<file path="config.mk">
export PLATFORM = sky130hd
export DESIGN_NAME = csp_host_port
export DESIGN_NICKNAME = d
export VERILOG_FILES = /design/src/inc/csp_pkg.sv /design/src/logic/csp_host_port.sv
export SDC_FILE = /design/constraint.sdc
export NUM_CORES = 1
export LEC_CHECK = 0
export BUFFER_PORTS_ARGS = -buffer_cell sky130_fd_sc_hd__buf_4
export CAP_MARGIN = 5
export CELL_PAD_IN_SITES_DETAIL_PLACEMENT = 0
export CELL_PAD_IN_SITES_GLOBAL_PLACEMENT = 1
export CORE_MARGIN = 8
export CORE_UTILIZATION = 47
export CTS_BUF_LIST = sky130_fd_sc_hd__clkbuf_2
export CTS_CLUSTER_DIAMETER = 50
export DETAILED_ROUTE_END_ITERATION = 8
export GPL_ROUTABILITY_DRIVEN = 0
export PLACE_DENSITY = 0.95
export SLEW_MARGIN = 0
export SYNTH_ARGS = -nofsm -noshare
export SYNTH_HDL_FRONTEND = slang
export SYNTH_SLANG_ARGS = --single-unit
</file>
<file path="constraint.sdc">
create_clock -name clk_i -period 7 [get_ports clk_i]
set_clock_uncertainty 0.05 [all_clocks]
set_input_delay 0.7 -clock clk_i [delete_from_list [all_inputs] [get_ports clk_i]]
set_output_delay 0.7 -clock clk_i [all_outputs]
set_load 0.03 [all_outputs]
</file>
<file path="src/inc/csp_pkg.sv">
// Shared constants and types for the host serial port
package csp_pkg;

   // ==========================================================================
   // Slave addressing
   localparam logic [7:0]  CSP_BASE_SEL0   = 8'h78;
   localparam logic [7:0]  CSP_BASE_SEL1   = 8'h7A;

   // ==========================================================================
   // Register space and indirect memory window
   localparam logic [15:0] CSP_ADDR_STEP   = 16'h0002;
   localparam logic [15:0] CSP_OFS_WIN_ADDR = 16'h098C;
   localparam logic [15:0] CSP_OFS_WIN_DATA = 16'h0990;
   localparam int          CSP_WIN_ID_LSB  = 8;
   localparam logic [15:0] CSP_WIN_RESET   = 16'h0000;
   localparam logic [15:0] CSP_UNKNOWN_RD  = 16'h0000;

   // ==========================================================================
   // Firmware driver identifiers
   localparam logic [4:0]  CSP_DRV_SEQ     = 5'h01;
   localparam logic [4:0]  CSP_DRV_AE      = 5'h02;
   localparam logic [4:0]  CSP_DRV_AWB     = 5'h03;
   localparam logic [4:0]  CSP_DRV_FLICKER = 5'h04;
   localparam logic [4:0]  CSP_DRV_CONTEXT = 5'h07;
   localparam logic [4:0]  CSP_DRV_HIST    = 5'h0B;

   // ==========================================================================
   // Serial framing
   localparam logic [3:0]  CSP_LAST_BIT    = 4'h7;

   typedef enum logic [2:0] {
      CSP_IDLE, CSP_RX, CSP_ACK1, CSP_ACK2, CSP_TX, CSP_RACK, CSP_TXLD
   } csp_state_e;

   typedef enum logic [2:0] {
      CSP_PH_DEV, CSP_PH_AHI, CSP_PH_ALO, CSP_PH_DHI, CSP_PH_DLO, CSP_PH_RHI, CSP_PH_RLO
   } csp_phase_e;

   typedef struct packed {
      logic        valid;
      logic        write;
      logic        logical;
      logic [15:0] addr;
      logic [15:0] wdata;
   } csp_req_s;

   typedef struct packed {
      csp_state_e  state;
      csp_phase_e  phase;
      logic        scl_s1;
      logic        scl_s2;
      logic        scl_q;
      logic        sda_s1;
      logic        sda_s2;
      logic        sda_q;
      logic        sel_s1;
      logic        sel_s2;
      logic        stb_s1;
      logic        stb_s2;
      logic        core_on;
      logic [3:0]  bitcnt;
      logic [7:0]  shreg;
      logic        sda_oe;
      logic [15:0] addr;
      logic [7:0]  wdata_hi;
      logic [15:0] txword;
      logic [15:0] win_addr;
      csp_req_s    hreq;
      csp_req_s    bus;
      logic        bus_host;
      logic        cap_host;
      logic        cap_mcu;
      logic        mcu_gnt;
      logic        mcu_rvalid;
      logic [15:0] mcu_rdata;
   } csp_st_s;

   localparam csp_st_s CSP_ST_RESET = '0;

   function automatic logic csp_drv_known(input logic [4:0] id);
      return id inside {CSP_DRV_SEQ, CSP_DRV_AE, CSP_DRV_AWB, CSP_DRV_FLICKER,
                        CSP_DRV_CONTEXT, CSP_DRV_HIST};
   endfunction

endpackage

</file>
<file path="src/logic/csp_host_port.sv">
// Two-wire slave host port with register access and host-first arbitration
`timescale 1ns/1ps

// Overview of operation
// - Slave only; never drives clock or starts
// - Address 0x78 select low, 0x7A high
// - 32K sixteen-bit registers at even addresses
// - Host reads and writes registers directly
// - Window registers reach memory by logical address
// - Data line only pulled low or released
// - Port stays working through standby
// - Clock, reset, configuration stay reachable in standby
// - Patch memory stays powered during standby
// - Driver space organised by driver identifier
// - Host wins contention with the microcontroller
module csp_host_port (
   // Clock and reset
   input  wire logic              clk_i,
   input  wire logic              rst_n_i,
   // Two-wire pins
   input  wire logic              scl_i,
   input  wire logic              sda_i,
   output logic                   sda_o,
   output logic                   sda_oe_o,
   input  wire logic              addr_sel_i,
   // Power control
   input  wire logic              standby_i,
   output logic                   core_on_o,
   output logic                   patch_pwr_o,
   // Internal register and memory space
   output csp_pkg::csp_req_s      reg_req_o,
   input  wire logic [15:0]       reg_rdata_i,
   // Microcontroller access
   input  csp_pkg::csp_req_s      mcu_req_i,
   output logic                   mcu_gnt_o,
   output logic                   mcu_rvalid_o,
   output logic [15:0]            mcu_rdata_o
);

   // ==========================================================================
   // Reset release
   logic [1:0]          rst_q;
   logic                rst_n;

   always_ff @(posedge clk_i or negedge rst_n_i) begin
      if (!rst_n_i) begin
         rst_q <= 2'b00;
      end else begin
         rst_q <= {rst_q[0], 1'b1};
      end
   end
   assign rst_n = rst_q[1];

   // ==========================================================================
   // State
   csp_pkg::csp_st_s    s;
   csp_pkg::csp_st_s    n;
   logic                scl_rise;
   logic                scl_fall;
   logic                start_det;
   logic                stop_det;
   logic [7:0]          rx_byte;
   logic [7:0]          my_base;
   logic                do_wr;
   logic                do_rd;
   logic [15:0]         req_addr;
   logic [7:0]          tx_byte;
   csp_pkg::csp_req_s   tgt;

   // Only synchronised copies are looked at, so glitches near the edge are harmless
   assign scl_rise  = s.scl_s2 & ~s.scl_q;
   assign scl_fall  = ~s.scl_s2 & s.scl_q;
   assign start_det = s.scl_s2 & s.scl_q & s.sda_q & ~s.sda_s2;
   assign stop_det  = s.scl_s2 & s.scl_q & ~s.sda_q & s.sda_s2;
   assign rx_byte   = {s.shreg[6:0], s.sda_s2};
   assign my_base   = s.sel_s2 ? csp_pkg::CSP_BASE_SEL1 : csp_pkg::CSP_BASE_SEL0;

   always_comb begin
      n        = s;
      do_wr    = 1'b0;
      do_rd    = 1'b0;
      req_addr = s.addr;
      tx_byte  = (s.phase == csp_pkg::CSP_PH_RHI) ? s.txword[15:8] : s.txword[7:0];
      tgt      = '0;
      n.scl_s1 = scl_i;
      n.scl_s2 = s.scl_s1;
      n.scl_q  = s.scl_s2;
      n.sda_s1 = sda_i;
      n.sda_s2 = s.sda_s1;
      n.sda_q  = s.sda_s2;
      n.sel_s1 = addr_sel_i;
      n.sel_s2 = s.sel_s1;
      n.stb_s1 = standby_i;
      n.stb_s2 = s.stb_s1;
      n.core_on = ~s.stb_s2;

      // Read data returns one cycle after the request is on the bus
      n.bus.valid  = 1'b0;
      n.mcu_gnt    = 1'b0;
      n.mcu_rvalid = 1'b0;
      n.cap_host   = s.bus.valid & ~s.bus.write & s.bus_host;
      n.cap_mcu    = s.bus.valid & ~s.bus.write & ~s.bus_host;
      if (s.cap_host) begin
         n.txword = reg_rdata_i;
      end
      if (s.cap_mcu) begin
         n.mcu_rdata  = reg_rdata_i;
         n.mcu_rvalid = 1'b1;
      end

      // Host request always goes first; the core is served only while powered
      if (s.hreq.valid) begin
         n.bus        = s.hreq;
         n.bus_host   = 1'b1;
         n.hreq.valid = 1'b0;
      end else if (mcu_req_i.valid && s.core_on && !s.stb_s2) begin
         n.bus         = mcu_req_i;
         n.bus.logical = 1'b0;
         n.bus_host    = 1'b0;
         n.mcu_gnt     = 1'b1;
      end

      // ========================================================================
      // Serial protocol, timed only by the host's clock edges
      if (start_det) begin
         n.state  = csp_pkg::CSP_RX;
         n.phase  = csp_pkg::CSP_PH_DEV;
         n.bitcnt = '0;
         n.sda_oe = 1'b0;
      end else if (stop_det) begin
         n.state  = csp_pkg::CSP_IDLE;
         n.sda_oe = 1'b0;
      end else begin
         case (s.state)
            csp_pkg::CSP_RX: begin
               if (scl_rise) begin
                  n.shreg  = rx_byte;
                  n.bitcnt = 4'(s.bitcnt + 4'h1);
                  if (s.bitcnt == csp_pkg::CSP_LAST_BIT) begin
                     n.state = csp_pkg::CSP_ACK1;
                     case (s.phase)
                        csp_pkg::CSP_PH_DEV: begin
                           if (rx_byte[7:1] == my_base[7:1]) begin
                              if (rx_byte[0]) begin
                                 n.phase = csp_pkg::CSP_PH_RHI;
                                 do_rd   = 1'b1;
                              end else begin
                                 n.phase = csp_pkg::CSP_PH_AHI;
                              end
                           end else begin
                              n.state = csp_pkg::CSP_IDLE;
                           end
                        end
                        csp_pkg::CSP_PH_AHI: begin
                           n.addr[15:8] = rx_byte;
                           n.phase      = csp_pkg::CSP_PH_ALO;
                        end
                        csp_pkg::CSP_PH_ALO: begin
                           n.addr[7:0] = rx_byte;
                           n.phase     = csp_pkg::CSP_PH_DHI;
                        end
                        csp_pkg::CSP_PH_DHI: begin
                           n.wdata_hi = rx_byte;
                           n.phase    = csp_pkg::CSP_PH_DLO;
                        end
                        default: begin
                           do_wr   = 1'b1;
                           n.addr  = s.addr + csp_pkg::CSP_ADDR_STEP;
                           n.phase = csp_pkg::CSP_PH_DHI;
                        end
                     endcase
                  end
               end
            end
            csp_pkg::CSP_ACK1: begin
               if (scl_fall) begin
                  n.sda_oe = 1'b1;
                  n.state  = csp_pkg::CSP_ACK2;
               end
            end
            csp_pkg::CSP_ACK2: begin
               if (scl_fall) begin
                  n.bitcnt = '0;
                  if (s.phase == csp_pkg::CSP_PH_RHI) begin
                     n.shreg  = tx_byte;
                     n.sda_oe = ~tx_byte[7];
                     n.state  = csp_pkg::CSP_TX;
                  end else begin
                     n.sda_oe = 1'b0;
                     n.state  = csp_pkg::CSP_RX;
                  end
               end
            end
            csp_pkg::CSP_TX: begin
               if (scl_fall) begin
                  if (s.bitcnt == csp_pkg::CSP_LAST_BIT) begin
                     n.sda_oe = 1'b0;
                     n.bitcnt = '0;
                     n.state  = csp_pkg::CSP_RACK;
                  end else begin
                     n.bitcnt = 4'(s.bitcnt + 4'h1);
                     n.shreg  = {s.shreg[6:0], 1'b0};
                     n.sda_oe = ~s.shreg[6];
                  end
               end
            end
            csp_pkg::CSP_RACK: begin
               if (scl_rise) begin
                  if (s.sda_s2) begin
                     n.state = csp_pkg::CSP_IDLE;
                  end else if (s.phase == csp_pkg::CSP_PH_RHI) begin
                     n.phase = csp_pkg::CSP_PH_RLO;
                     n.state = csp_pkg::CSP_TXLD;
                  end else begin
                     n.addr   = s.addr + csp_pkg::CSP_ADDR_STEP;
                     req_addr = n.addr;
                     do_rd    = 1'b1;
                     n.phase  = csp_pkg::CSP_PH_RHI;
                     n.state  = csp_pkg::CSP_TXLD;
                  end
               end
            end
            csp_pkg::CSP_TXLD: begin
               if (scl_fall) begin
                  n.shreg  = tx_byte;
                  n.sda_oe = ~tx_byte[7];
                  n.state  = csp_pkg::CSP_TX;
               end
            end
            default: begin
               n.sda_oe = 1'b0;
            end
         endcase
      end

      // ========================================================================
      // Request issue; the window address register and unknown-driver window data are served here, the rest go out
      if (do_wr || do_rd) begin
         tgt.valid = 1'b1;
         tgt.write = do_wr;
         tgt.wdata = {s.wdata_hi, rx_byte};
         tgt.addr  = {req_addr[15:1], 1'b0};
         if (tgt.addr == csp_pkg::CSP_OFS_WIN_ADDR) begin
            if (do_wr) begin
               n.win_addr = tgt.wdata;
            end else begin
               n.txword = s.win_addr;
            end
         end else if (tgt.addr == csp_pkg::CSP_OFS_WIN_DATA) begin
            if (csp_pkg::csp_drv_known(s.win_addr[csp_pkg::CSP_WIN_ID_LSB +: 5])) begin
               tgt.logical = 1'b1;
               tgt.addr    = s.win_addr;
               n.win_addr  = s.win_addr + csp_pkg::CSP_ADDR_STEP;
               n.hreq      = tgt;
            end else if (do_rd) begin
               n.txword = csp_pkg::CSP_UNKNOWN_RD;
            end
         end else begin
            n.hreq = tgt;
         end
      end
   end

   // Reset of the port alone; standby never resets this state, it only drops core_on and holds off microcontroller grants
   always_ff @(posedge clk_i or negedge rst_n) begin
      if (!rst_n) begin
         s <= csp_pkg::CSP_ST_RESET;
      end else begin
         s <= n;
      end
   end

   // ==========================================================================
   // Outputs
   assign sda_o        = 1'b0;
   assign sda_oe_o     = s.sda_oe;
   assign core_on_o    = s.core_on;
   assign patch_pwr_o  = 1'b1;
   assign reg_req_o    = s.bus;
   assign mcu_gnt_o    = s.mcu_gnt;
   assign mcu_rvalid_o = s.mcu_rvalid;
   assign mcu_rdata_o  = s.mcu_rdata;
endmodule

</file>
==> flow_summary.rst <==
.. list-table::
   :header-rows: 1

   * - Metric
     - Value
   * - Final worst-path cycle share
     - 70.02%
   * - Crit Reg-Reg Endpoint
     - s[78]
   * - Final Max Slew Viols
     - 0
   * - Maximum level of the CTS H-tree
     - 4
   * - Synthesized area per cell
     - 9.208 µm²
   * - Warning count from the yosys run
     - 0
   * - Critical R2R Launch
     - s[174]
   * - EDFF count, synth
     - 0
   * - Post-placement cell area
     - 10310 µm²
   * - Footprint of the flip-flops and latches
     - 4434 µm²
   * - Depth of the most critical reg-to-reg path
     - 8
   * - Clock tree from TritonCTS
     - done
   * - Worst-skew pair later-pin latency
     - 800 ps
   * - Power per standard cell area
     - 242.1 nW/µm²
   * - Slowest stage cell, crit path
     - or4_1
   * - Cell-by-cell listing of the critical path
     - and3b_1 -> nand3_1 -> o21ai_0 -> nand3_1 -> or4_1 -> o31ai_4 -> inv_2 -> mux2_2
   * - Root buffer selected by CTS
     - clkbuf_2
   * - Number of violations of the max-capacitance limit
     - 0
   * - Core region area
     - 20300 µm²
   * - Count of cells resized by post-cts repair
     - 0
   * - Violation count after the first detailed-route iteration
     - 652
   * - Cell variety after synth
     - 72
   * - Die X-Extent
     - 160.2 µm
   * - Overall track demand over capacity in global routing
     - 18.88%
   * - Most common cell in the synthesized netlist
     - dfrtp_1
   * - Cell family with most CP delay
     - simple AND/OR/NAND/NOR gates
   * - Combined buffer and inverter count along the critical path
     - 1
   * - Peak ir drop on the vdd network
     - 0.1298 mV
   * - Count of pins on the block boundary
     - 114
   * - Synth top area cells
     - dfrtp_1 (45%), nand2_1 (6.4%), mux2i_1 (6.0%)
   * - Row Count
     - 52
   * - Aggregate negative setup slack
     - 0 ps
   * - Pin count of the biggest net entering global routing
     - 128
   * - Area overhead of the layout relative to synthesis
     - 8.760%
   * - Worst hold margin
     - 62.74 ps
   * - Share of cells above drive strength 1
     - 18.86%
   * - Final routed wire length divided by cell count
     - 17.91 µm
   * - Post-detailed-route count of antenna-violating nets
     - 0
   * - R2r setup slk
     - 2100 ps
   * - Worst Tran Pin Value
     - 1266 ps
   * - Clock buffer count from CTS
     - 17
   * - Post-synthesis sequential area ratio
     - 45.34%
   * - Deepest clock path buffer count
     - 2
   * - Area fraction of the dominant cell type after synthesis
     - 45.34%
   * - Total iterations of the first detailed-routing run
     - 6
   * - CP peak stage delay
     - 770 ps
   * - Status
     - complete, no violations
   * - Final setup violation count
     - 0
   * - Worst Hold Class
     - in -> reg
   * - Final core occ
     - 52.34%
   * - Origin of the worst min-delay path
     - reg_rdata_i[2]
   * - Worst slew margin relative to its limit
     - 15.58%
   * - Area of the die
     - 25660 µm²
   * - Residual DRC count
     - 0
   * - Clock group share of total power
     - 21.6%
   * - Initial antenna violation count
     - 1
   * - Top cell by count, worst path
     - nand3_1
   * - Global-route wire length before repair
     - 39860 µm
   * - Switching share of power
     - 38.38%
   * - Power share of the combinational group
     - 26.4%
   * - Hold Fails Final Rpt
     - 0
   * - Crit Path Category
     - reg -> reg
   * - Max frequency
     - 0.2040 GHz
   * - Top cells by count, synth
     - dfrtp_1 (177), nand2_1 (167), o21ai_0 (94)
   * - Number of buffers added on ports
     - 110
   * - Leakage Power
     - 4.791 nW
   * - Highest net fanout along the worst path
     - 25
   * - Routed vias
     - 7829
   * - Final design area excluding fillers
     - 10630 µm²
   * - Initial Util
     - 48.13%
   * - Final worst slack
     - 2099 ps
   * - Switching power of the nets
     - 0.9875 mW
   * - Clock tree sinks
     - 177
   * - Leading area contributor after synthesis
     - dfrtp_1
   * - Detail Placement HPWL
     - 17340 µm
   * - Number of synthesized register bits
     - 177
   * - Via count of the first global-routing pass
     - 7469
   * - Worst setup timing slack at the placement stage
     - 2185 ps
   * - Time the final worst path needs with I/O delays and setup
     - 4901 ps
   * - Data required time at the worst endpoint
     - 7640 ps
   * - Worst Hold Path EP
     - mcu_rdata_o[2]
   * - Endpoint type of the worst setup path
     - flip-flop
   * - Clock transition at the registers of the reported paths
     - 310 ps
   * - Post-layout net count
     - 1140
   * - Syn Std Cell Area
     - 9769 µm²
   * - Sequential share of power
     - 52.0%
   * - Die Y
     - 160.2 µm
   * - Global route total overflow
     - 0
   * - Via-per-instance ratio
     - 5.744
   * - Critical path arrival
     - 5540 ps
   * - Detailed Route WL
     - 24410 µm
   * - Predominant post-synthesis flop cell
     - dfrtp_1
   * - Setup repair after global routing missed its margin
     - false
   * - Fraction of registers with async set or reset after synthesis
     - 100.0%
   * - Number of stages on the worst hold path
     - 2
   * - # fillers
     - 1849
   * - Gate count of the mapped netlist
     - 1061
   * - Combined area of the multi-input logic cells
     - 4546 µm²
   * - Critical Path Source Type
     - flip-flop
   * - Internal Power
     - 1.585 mW
metal layers:
metal / track usage, % / routed length, µm / share of wire [%]
met1: 24.76 / 10670 / 44
met2: 30.03 / 11410 / 47
met5: 0 / 0 / 0
met4: 7.137 / 674 / 2.8
met3: 4.139 / 1648 / 6.8
through the flow:
stage	instances	power, mW
2_1_floorplan	1062	1.866
3_3_place_gp	1325	2.018
3_5_place_dp	1325	2.043
4_1_cts	1361	2.596
5_1_grt	1363	2.703
6_report	1363	2.573
timing repair:
action                                 4_1_cts  5_1_grt
hold buffers                                 5        1
buffers inserted                             0        0
endpoints found under the hold margin        6        1
power groups by stage:
| stage | Clock [mW] | Combinational, mW | Sequential [mW] |
|---|---|---|---|
| 2_1_floorplan | 0 | 0.608 | 1.26 |
| 3_3_place_gp | 0 | 0.666 | 1.35 |
| 3_5_place_dp | 0 | 0.683 | 1.36 |
| 4_1_cts | 0.569 | 0.687 | 1.34 |
| 5_1_grt | 0.605 | 0.737 | 1.36 |
| 6_report | 0.555 | 0.678 | 1.34 |
layout make-up:
cell class / count / share of cell area, %
timing repair buffer: 125 / 9.091
clock inverter: 14 / 1.543
tap: 270 / 3.179
multi-input combinational: 735 / 42.78
inverter: 24 / 0.8479
clock buffer: 17 / 0.8008
sequential: 177 / 41.73
antenna: 1 / 0.02355
worst register-to-register path, delay by kind of cell (launching register included):
kind,cells,cell delay (ps)
muxes,1,360
DFF,1,750
and+or+nand+nor,4,2200
buffers and inverters,1,360
AOI/OAI and AO/OA,2,1110
state kept, by name, summed over array words and instances (netlist names):
register	cells
rst_q	2
sda_oe_o	1
core_on_o	1
mcu_rdata_o	16
n	6
rx_byte	7
mcu_gnt_o	1
s	107
reg_req_o	35
mcu_rvalid_o	1
worst max path at each step:
stage,from,endpoint,cells past startpoint
floorplan,rst_q[1],core_on_o,0
global placement,s[174],s[78],8
detailed placement,s[174],s[78],8
CTS,s[174],s[78],8
global route,s[174],s[78],8
finish,s[174],s[78],8
cell families after synthesis:
group	after synthesis	share of synthesized area, %
other	2	0.07687
multiplexers	94	10.12
AO/OA/AOI/OAI	249	15.62
adder cells (fa/ha/maj)	4	0.4867
XOR/XNOR	25	2.241
AND/OR/NAND/NOR	360	17.89
buffers and inverters	150	8.222
flip-flops	177	45.34
cell usage in the layout, fill, tap and decap left out, types with 7 or more instances in the layout:
| cell | netlist | final |
|---|---|---|
| xor2_1 | 9 | 9 |
| nand2_1 | 167 | 167 |
| a31oi_1 | 11 | 11 |
| dfrtp_1 | 177 | 175 |
| a22o_1 | 7 | 7 |
| o22ai_1 | 17 | 17 |
| o21ai_0 | 94 | 94 |
| a32oi_1 | 10 | 10 |
| a21oi_1 | 55 | 55 |
| nor2b_1 | 7 | 7 |
| o211ai_1 | 7 | 7 |
| mux2i_1 | 59 | 59 |
| mux2_2 | 34 | 34 |
| clkbuf_2 | 0 | 17 |
| xnor2_1 | 16 | 16 |
| buf_4 | 54 | 118 |
| and3_1 | 13 | 13 |
| nand3_1 | 22 | 21 |
| inv_1 | 22 | 22 |
| nor3_1 | 18 | 18 |
| nand4_1 | 10 | 10 |
| a21o_1 | 7 | 7 |
| nor2_1 | 59 | 59 |
| and2_1 | 13 | 13 |
(Power assumes the default switching activity.)
